`src/logic/disk_seq_pkg.sv`:
```
// package: constants and types for the read sector sequencer
package disk_seq_pkg;
   localparam int ADDR_W = 5;
   localparam int STORE_DEPTH = 32;
   localparam int FIFO_DEPTH = 32;
   localparam int ID_ADDR_BYTES = 3;
   localparam logic [1:0] ID_FLAG_IDX = 2'h3;
   localparam logic [15:0] CRC_INIT = 16'hffff;
   localparam logic [15:0] CRC_POLY = 16'h1021;
   localparam logic [7:0] SECTOR_COUNT_RESET = 8'h00;

   typedef enum logic [1:0] {OPT_NORMAL, OPT_ID_MARK, OPT_DATA_MARK, OPT_STOP} count_opt_e;
   typedef enum logic [2:0] {SRC_IMM, SRC_ID, SRC_BUF, SRC_NO_TRANSFER_SOURCE, SRC_CHECK} source_e;
   typedef enum logic [1:0] {ST_IDLE, ST_FETCH, ST_RUN} seq_state_e;

   typedef struct packed {
      logic [7:0] value;
      logic [7:0] count;
      count_opt_e opt;
      source_e src;
      logic read_gate;
      logic compare_bit;
      logic retry_bit;
      logic checksum_select;
      logic fail_bit;
      logic jump_enable_bit;
      logic last_bit;
   } instr_s;

   typedef struct packed {
      logic [7:0] data;
      logic last;
   } xfer_s;

   typedef struct packed {
      logic sync_error_flag;
      logic data_check_error_flag;
      logic id_check_error_flag;
      logic overrun_flag;
   } status_s;

   function automatic logic [15:0] crc_byte(input logic [15:0] crc, input logic [7:0] b);
      logic [15:0] c;
      c = crc ^ {b, 8'h00};
      for (int i = 0; i < 8; i++)
      begin
         c = c[15] ? ((c << 1) ^ CRC_POLY) : (c << 1);
      end
      return c;
   endfunction : crc_byte
endpackage : disk_seq_pkg

```
`src/logic/disk_read_sector_sequencer.sv`:
```
// Functional notes
// - id mark search never times out
// - checksum select clear means id checksum
// - read error with retry restarts id search
// - marker byte mismatch with retry retries id
// - compared id bytes also stored to id read
// - flag byte stored but never compared
// - checksum field takes count plus one, check mode
// - id errors latched until retry instruction checks
// - data mark search bounded by count field
// - fail bit halts on sync error, flag set
// - data marker must equal immediate value
// - buffer instructions move count plus one bytes
// - no_transfer_source checks only; compare mode compares buffer
// - last marker ends the data field
// - ecc field checked over count plus one bytes
// - no read gate bit drops read gate
// - jump to loop only while sectors remain
// - fail bit at sector end halts on ecc
// - stop code ends the command at once
module byte_fifo #(
   parameter int W = 9,
   parameter int D = 32
) (
   input wire logic clk_i,
   input wire logic rst_i,
   input wire logic [W-1:0] in_data_i,
   input wire logic in_valid_i,
   output logic in_ready_o,
   output logic [W-1:0] out_data_o,
   output logic out_valid_o,
   input wire logic out_ready_i
);
   localparam int PW = $clog2(D);
   logic [D-1:0][W-1:0] mem_reg;
   logic [PW-1:0] wr_reg;
   logic [PW-1:0] rd_reg;
   logic [PW:0] cnt_reg;
   logic push;
   logic pop;
   assign in_ready_o = (cnt_reg != (PW+1)'(D));
   assign out_valid_o = (cnt_reg != '0);
   assign out_data_o = mem_reg[rd_reg];
   assign push = in_valid_i && in_ready_o;
   assign pop = out_valid_o && out_ready_i;
   always_ff @(posedge clk_i or posedge rst_i)
   begin
      if (rst_i)
      begin
         mem_reg <= '0;
         wr_reg <= '0;
         rd_reg <= '0;
         cnt_reg <= '0;
      end
      else
      begin
         if (push)
         begin
            mem_reg[wr_reg] <= in_data_i;
            wr_reg <= (wr_reg == PW'(D-1)) ? '0 : wr_reg + 1'b1;
         end
         if (pop)
         begin
            rd_reg <= (rd_reg == PW'(D-1)) ? '0 : rd_reg + 1'b1;
         end
         cnt_reg <= cnt_reg + (PW+1)'(push) - (PW+1)'(pop);
      end
   end
endmodule : byte_fifo

module disk_read_sector_sequencer (
   input wire logic CLK_SYS_I,
   input wire logic RESET_I,
   input wire logic ABORT_I,
   input wire logic STORE_WR_I,
   input wire logic [disk_seq_pkg::ADDR_W-1:0] STORE_ADDR_I,
   input wire disk_seq_pkg::instr_s STORE_DATA_I,
   input wire logic [disk_seq_pkg::ADDR_W-1:0] START_ADDR_I,
   input wire logic [disk_seq_pkg::ADDR_W-1:0] LOOP_ADDR_I,
   input wire logic SECTOR_COUNT_WR_I,
   input wire logic [7:0] SECTOR_COUNT_I,
   input wire logic READ_COMPARE_BIT_I,
   input wire logic [23:0] TARGET_ID_I,
   input wire logic [7:0] DISK_BYTE_I,
   input wire logic DISK_VALID_I,
   input wire logic MARK_DETECTED_I,
   input wire logic [7:0] CMP_DATA_I,
   output logic CMP_TAKE_O,
   output disk_seq_pkg::xfer_s XFER_O,
   output logic XFER_VALID_O,
   input wire logic XFER_READY_I,
   output logic READ_GATE_O,
   output logic BUSY_O,
   output logic SEQUENCER_STOPPED_O,
   output disk_seq_pkg::status_s STATUS_O,
   output logic [31:0] ID_READ_O,
   output logic [7:0] SECTOR_COUNT_O
);
   disk_seq_pkg::instr_s store_reg [disk_seq_pkg::STORE_DEPTH];
   disk_seq_pkg::instr_s ins;
   disk_seq_pkg::seq_state_e state_reg, state_next;
   disk_seq_pkg::status_s st_reg, st_next;
   logic [disk_seq_pkg::ADDR_W-1:0] pc_reg, pc_next;
   logic [7:0] cnt_reg, cnt_next, sc_reg, sc_next, sc_after;
   logic [15:0] crc_reg, crc_next;
   logic [1:0] idx_reg, idx_next;
   logic [3:0][7:0] id_reg, id_next;
   logic [3:0][7:0] target;
   logic gate_reg, gate_next, stop_reg, stop_next;
   logic mism_reg, mism_next, idcrc_reg, idcrc_next, derr_reg, derr_next;
   logic push, take, err, done, ovr, hit, fin, retry_go, sync_halt, ecc_halt;
   logic fifo_ready;
   disk_seq_pkg::xfer_s push_data;

   assign ins = store_reg[pc_reg];
   assign hit = (DISK_BYTE_I == ins.value);
   assign target = {8'h00, TARGET_ID_I};
   assign push_data = '{data: DISK_BYTE_I, last: ins.last_bit && (cnt_reg == 8'h00)};

   byte_fifo #(.W($bits(disk_seq_pkg::xfer_s)), .D(disk_seq_pkg::FIFO_DEPTH)) u_fifo (
      .clk_i(CLK_SYS_I),
      .rst_i(RESET_I),
      .in_data_i(push_data),
      .in_valid_i(push),
      .in_ready_o(fifo_ready),
      .out_data_o(XFER_O),
      .out_valid_o(XFER_VALID_O),
      .out_ready_i(XFER_READY_I)
   );

   always_ff @(posedge CLK_SYS_I)
   begin
      if (STORE_WR_I && state_reg == disk_seq_pkg::ST_IDLE)
      begin
         store_reg[STORE_ADDR_I] <= STORE_DATA_I;
      end
   end

   always_comb
   begin
      state_next = state_reg;
      pc_next = pc_reg;
      cnt_next = cnt_reg;
      sc_next = sc_reg;
      crc_next = crc_reg;
      idx_next = idx_reg;
      id_next = id_reg;
      st_next = st_reg;
      gate_next = gate_reg;
      mism_next = mism_reg;
      idcrc_next = idcrc_reg;
      derr_next = derr_reg;
      stop_next = 1'b0;
      push = 1'b0;
      take = 1'b0;
      err = 1'b0;
      done = 1'b0;
      ovr = 1'b0;
      fin = 1'b0;
      retry_go = 1'b0;
      sync_halt = 1'b0;
      ecc_halt = 1'b0;
      sc_after = sc_reg;
      unique case (state_reg)
         disk_seq_pkg::ST_IDLE:
         begin
            if (SECTOR_COUNT_WR_I)
            begin
               sc_next = SECTOR_COUNT_I;
               pc_next = START_ADDR_I;
               st_next = '0;
               mism_next = 1'b0;
               idcrc_next = 1'b0;
               derr_next = 1'b0;
               state_next = disk_seq_pkg::ST_FETCH;
            end
         end
         disk_seq_pkg::ST_FETCH:
         begin
            if (ins.opt == disk_seq_pkg::OPT_STOP)
            begin
               state_next = disk_seq_pkg::ST_IDLE;
               gate_next = 1'b0;
               stop_next = 1'b1;
            end
            else
            begin
               cnt_next = ins.count;
               gate_next = ins.read_gate;
               state_next = disk_seq_pkg::ST_RUN;
            end
         end
         disk_seq_pkg::ST_RUN:
         begin
            if (DISK_VALID_I)
            begin
               unique case (ins.opt)
                  disk_seq_pkg::OPT_ID_MARK:
                  begin
                     if (MARK_DETECTED_I)
                     begin
                        done = hit;
                        err = !hit && ins.retry_bit;
                     end
                  end
                  disk_seq_pkg::OPT_DATA_MARK:
                  begin
                     if (MARK_DETECTED_I && hit)
                     begin
                        done = 1'b1;
                     end
                     else if (cnt_reg == 8'h00)
                     begin
                        err = 1'b1;
                     end
                     else
                     begin
                        cnt_next = cnt_reg - 8'h01;
                     end
                  end
                  default:
                  begin
                     crc_next = disk_seq_pkg::crc_byte(crc_reg, DISK_BYTE_I);
                     unique case (ins.src)
                        disk_seq_pkg::SRC_IMM: err = ins.compare_bit && !hit;
                        disk_seq_pkg::SRC_ID:
                        begin
                           id_next[idx_reg] = DISK_BYTE_I;
                           if (ins.compare_bit && idx_reg != disk_seq_pkg::ID_FLAG_IDX
                               && DISK_BYTE_I != target[idx_reg])
                           begin
                              mism_next = 1'b1;
                           end
                           idx_next = idx_reg + 2'h1;
                        end
                        disk_seq_pkg::SRC_BUF:
                        begin
                           if (ins.compare_bit && READ_COMPARE_BIT_I)
                           begin
                              take = 1'b1;
                              derr_next = derr_reg || (CMP_DATA_I != DISK_BYTE_I);
                           end
                           else
                           begin
                              push = 1'b1;
                              ovr = !fifo_ready;
                           end
                        end
                        disk_seq_pkg::SRC_NO_TRANSFER_SOURCE: ;
                        default: ;
                        disk_seq_pkg::SRC_CHECK:
                        begin
                           if (cnt_reg == 8'h00 && crc_next != 16'h0000)
                           begin
                              if (ins.checksum_select)
                              begin
                                 derr_next = 1'b1;
                              end
                              else
                              begin
                                 idcrc_next = 1'b1;
                              end
                           end
                        end
                     endcase
                     done = (cnt_reg == 8'h00);
                     cnt_next = cnt_reg - 8'h01;
                  end
               endcase
               if (done && ins.opt != disk_seq_pkg::OPT_NORMAL)
               begin
                  crc_next = disk_seq_pkg::crc_byte(disk_seq_pkg::CRC_INIT, DISK_BYTE_I);
                  idx_next = 2'h0;
               end
               if (ovr)
               begin
                  st_next.overrun_flag = 1'b1;
                  stop_next = 1'b1;
                  gate_next = 1'b0;
                  state_next = disk_seq_pkg::ST_IDLE;
               end
               else if (err && ins.retry_bit)
               begin
                  retry_go = 1'b1;
               end
               else if (err && ins.fail_bit)
               begin
                  sync_halt = 1'b1;
                  st_next.sync_error_flag = 1'b1;
                  stop_next = 1'b1;
                  gate_next = 1'b0;
                  state_next = disk_seq_pkg::ST_IDLE;
               end
               else if (done || err)
               begin
                  fin = 1'b1;
                  if (ins.last_bit && sc_reg != 8'h00)
                  begin
                     sc_after = sc_reg - 8'h01;
                  end
                  sc_next = sc_after;
                  if (ins.retry_bit && (mism_next || idcrc_next))
                  begin
                     retry_go = 1'b1;
                  end
                  else if (ins.fail_bit && derr_next)
                  begin
                     ecc_halt = 1'b1;
                     st_next.data_check_error_flag = 1'b1;
                     stop_next = 1'b1;
                     gate_next = 1'b0;
                     state_next = disk_seq_pkg::ST_IDLE;
                  end
                  else
                  begin
                     pc_next = (ins.jump_enable_bit && sc_after != 8'h00) ?
                               LOOP_ADDR_I : pc_reg + 5'h01;
                     state_next = disk_seq_pkg::ST_FETCH;
                  end
               end
               if (retry_go)
               begin
                  st_next.id_check_error_flag = st_reg.id_check_error_flag || idcrc_next;
                  mism_next = 1'b0;
                  idcrc_next = 1'b0;
                  derr_next = 1'b0;
                  pc_next = START_ADDR_I;
                  state_next = disk_seq_pkg::ST_FETCH;
               end
            end
         end
      endcase
      if (ABORT_I && state_reg != disk_seq_pkg::ST_IDLE)
      begin
         state_next = disk_seq_pkg::ST_IDLE;
         gate_next = 1'b0;
         stop_next = 1'b1;
      end
   end

   always_ff @(posedge CLK_SYS_I or posedge RESET_I)
   begin
      if (RESET_I)
      begin
         state_reg <= disk_seq_pkg::ST_IDLE;
         pc_reg <= '0;
         cnt_reg <= 8'h00;
         sc_reg <= disk_seq_pkg::SECTOR_COUNT_RESET;
         crc_reg <= disk_seq_pkg::CRC_INIT;
         idx_reg <= 2'h0;
         id_reg <= '0;
         st_reg <= '0;
         gate_reg <= 1'b0;
         stop_reg <= 1'b0;
         mism_reg <= 1'b0;
         idcrc_reg <= 1'b0;
         derr_reg <= 1'b0;
      end
      else
      begin
         state_reg <= state_next;
         pc_reg <= pc_next;
         cnt_reg <= cnt_next;
         sc_reg <= sc_next;
         crc_reg <= crc_next;
         idx_reg <= idx_next;
         id_reg <= id_next;
         st_reg <= st_next;
         gate_reg <= gate_next;
         stop_reg <= stop_next;
         mism_reg <= mism_next;
         idcrc_reg <= idcrc_next;
         derr_reg <= derr_next;
      end
   end

   assign CMP_TAKE_O = take;
   assign READ_GATE_O = gate_reg;
   assign BUSY_O = (state_reg != disk_seq_pkg::ST_IDLE);
   assign SEQUENCER_STOPPED_O = stop_reg;
   assign STATUS_O = st_reg;
   assign ID_READ_O = id_reg;
   assign SECTOR_COUNT_O = sc_reg;
endmodule : disk_read_sector_sequencer

```
`config.mk`:
```
export PLATFORM = sky130hd
export DESIGN_NAME = disk_read_sector_sequencer
export DESIGN_NICKNAME = d
export VERILOG_FILES = /design/src/logic/disk_seq_pkg.sv /design/src/logic/disk_read_sector_sequencer.sv
export SDC_FILE = /design/constraint.sdc
export NUM_CORES = 2
export LEC_CHECK = 0
export ABC_CLOCK_PERIOD_IN_PS = 13450
export BUFFER_PORTS_ARGS = -buffer_cell sky130_fd_sc_hd__buf_2
export CELL_PAD_IN_SITES_DETAIL_PLACEMENT = 1
export CELL_PAD_IN_SITES_GLOBAL_PLACEMENT = 1
export CORE_ASPECT_RATIO = 0.75
export CORE_UTILIZATION = 35
export DETAILED_ROUTE_END_ITERATION = 6
export GPL_TIMING_DRIVEN = 0
export PLACE_DENSITY_LB_ADDON = 0.1
export SLEW_MARGIN = 20
export SYNTH_ARGS = -nofsm -noshare
export SYNTH_HDL_FRONTEND = slang
export SYNTH_SLANG_ARGS = --single-unit
```
`constraint.sdc`:
```
create_clock -name CLK_SYS_I -period 13.45 [get_ports CLK_SYS_I]
set_clock_uncertainty 0.1 [all_clocks]
set_input_delay 1.345 -clock CLK_SYS_I [delete_from_list [all_inputs] [get_ports CLK_SYS_I]]
set_output_delay 1.345 -clock CLK_SYS_I [all_outputs]
set_load 0.005 [all_outputs]
```
==> results.md <==
- Multi-input gate area: 17300 um^2
- Critical path data arrival time: 7580 ps
- Finished Layout Cells: 5611
- Area of placed instances: 60000 um^2
- CTS buffer count: 138
- Synthesized flop and latch total: 1282
- Routability cong.: 0.803
- Max-cap violations: 0
- Commonest cells post-synth: edfxtp_1, dfrtp_1, mux4_2
- Post-synth cell types: 94
- Worst Slack Setup Final: 4420 ps
- Clk buf depth: 3
- Fillcell total: 14900
- Pleak: 24.0 nW
- Area contributors post-synth: edfxtp_1, dfrtp_1, mux4_2, mux2_1, mux2_2
- Storage cell area: 36600 um^2
- Ratio of cells with drive above 1 in the final layout: 0.290
- Avg Cell Area, Syn: 18.0 um^2
- Async SR Flop Fraction: 0.301
- R2R cell count: 27
- Clock-pin slew on the worst setup and hold paths: 60 ps
- Root Buffer: clkbuf_16
- Largest register FFs: 896
- Post-synth EDFFs: 896
- Area growth syn-to-layout: 17.9%
- H-Tree Depth: 4
- Buffers on Ports: 150
- Main synth FF type: edfxtp_1
- Sink Count: 1282
- Worst-margin pin slew: 1260 ps
- 1st-pass router iterations: 5
- PD cells: 187 nW/um^2
- GR Util met2: 0.368
- Vias per cell: 5.51
- Die Wd: 458 um
- Tcrit/Tclk final: 0.671
- Worst vdd ir: 0.152 mV
- Crit-path max FO: 10
- Synth warn: 0
- Tmin final: 9030 ps
- Total track usage: 0.234
- CTS hold repair buffers: 0
- Largest net degree at the start of global routing: 110
- Slew HR: 0.163
- Cell count after synthesis: 3029
- I/O pins: 158
- Critical path's slowest cell: buf_1
- HPWL after DPL: 129 mm
- DRC: 0
- Row Count: 125
- Starting density of the core: 0.353
- Final Cell Area: 64500 um^2
- Post_cts resized: 0
- Initial antenna violation count: 19
- Iteration-0 DRC Markers: 2824
- Nets: 3519
- Met3 track demand over resource: 0.0384
- Setup tns final: 0 ps
- Clk_lat worst skew: 800 ps
- Dpl ws: 4850 ps
- Kind of critical path: reg -> out
- Achievable frequency: 0.111 GHz
- Syn_nets: 3161
- Post-CTS Setup Bufs: 0
- Crit path required time: 12010 ps
- Seq/Total Area, Yosys: 0.669
- Die ar.: 158000 um^2
- Worst hold path class: reg -> reg
- Final Hold Fails: 0
- Critical path, cell by cell: buf_2, buf_4, buf_2, buf_2, buf_4, buf_4, buf_2, buf_2, buf_1, mux4_2, mux4_2, nand2_1, and2_1, ha_1, nor4b_2, and2_1, and3_1, buf_2
- First-pass GRT wire length: 258 mm
- Synth top area share: 0.492
- Max-slew violations: 0
- Worst hold path cell count: 2
- RSZ-0062 raised after global routing: false
- Slowest stage delay, CP: 600 ps
- # setup viols final: 0
- CP Launch Type: flop
- WL/cell: 32.7 um
- Die height: 344 um
- Vias: 30900
- Outcome: finished, final reports clean
- Most frequent cell after synthesis: edfxtp_1
- Post-Syn Area: 54700 um^2
- CTS tree: yes
- Synth area leader: edfxtp_1
- Final antenna-violating net count: 0
- Gr busiest metal: met2
- Crit path capture type: output pin
- Gr ovfl total: 0
- Most Frequent Cell on Critical Path: buf_2
- Std-Cell Core Area: 155000 um^2
- DP Cell Count: 5341
- Vias in the first global route: 32800
- Total Wirelength: 183 mm
- Power Total: 0.0120 W
- GR met1 Demand/Resource: 0.341
==> power breakdown <==
group / leakage (nW) / internal [W] / total (W) / switching (W)
Sequential: 13.3 / 0.00438 / 0.00450 / 0.000113
Combinational: 8.53 / 0.00147 / 0.00378 / 0.00231
Clock: 2.15 / 0.00212 / 0.00377 / 0.00164
==> routing by layer <==
metal | routed length (um) | part of all wire | vias up
met2 | 85300 | 0.47 | 817
li1 | - | - | 12800
met1 | 85100 | 0.46 | 17100
met5 | 45 | 0.00025 | -
met3 | 9440 | 0.051 | 200
met4 | 3460 | 0.019 | 8
==> final cells by class <==
class                           instances  area share
Buffer                                175      0.0145
Tap cell                             2095      0.0407
Sequential cell                      1282       0.568
Clock buffer                          186      0.0587
Inverter                               43     0.00262
Timing Repair Buffer                  218      0.0379
Multi-Input combinational cell       1529       0.268
Clock inverter                         69     0.00959
Antenna cell                           14    0.000543
==> layout by cell type (no fill, tap or decap), types with 31 or more instances in the layout <==
master / n
a21oi_1: 40
buf_16: 47
buf_2: 182
clkbuf_1: 126
clkbuf_16: 139
clkinv_1: 31
dfrtp_1: 370
edfxtp_1: 896
ha_1: 31
inv_1: 37
mux2_1: 233
mux2_2: 128
mux2i_1: 104
mux4_2: 292
nand2_1: 115
nor2_1: 65
nor2_4: 57
xnor2_1: 47
==> worst max-delay path, delay by kind of cell (launching register included) <==
family,cells,cell delay [ps]
flip-flops,1,530
multiplexers,2,890
adder cells (fa/ha/maj),1,350
AND/OR/NAND/NOR,5,1570
buffers and inverters,10,3410
==> metrics by stage <==
stage	hold WS [ps]	utilization
floorplan	349	-
global placement	361	0.374
detailed placement	369	0.387
CTS	379	0.415
global route	396	0.416
finish	376	0.416
==> logic make-up (layout without fill, tap and decap cells) <==
kind of cell	count (synthesis)	after routing	synth area share
AND/OR/NAND/NOR	403	403	0.0424
AO/OA/AOI/OAI	262	262	0.0354
other	0	14	0
buffers and inverters	218	691	0.0199
adder cells (fa/ha/maj)	32	32	0.00746
XOR/XNOR	75	75	0.0120
flip-flops	1282	1282	0.669
multiplexers	757	757	0.214
==> final timing paths <==
check / start / end / slack [ps]
setup / recovery: pc_reg[1] / CMP_TAKE_O / 4420
hold / removal: crc_reg[8] / crc_reg[8] / 380
setup reg to reg: pc_reg[1] / u_fifo.cnt_reg[4] / 4960
hold reg to reg: crc_reg[8] / crc_reg[8] / 380
max in group asynchronous: RESET_I / u_fifo.cnt_reg[2] / 11170
min in group asynchronous: RESET_I / derr_reg / 560
(Power assumes the default switching activity.)
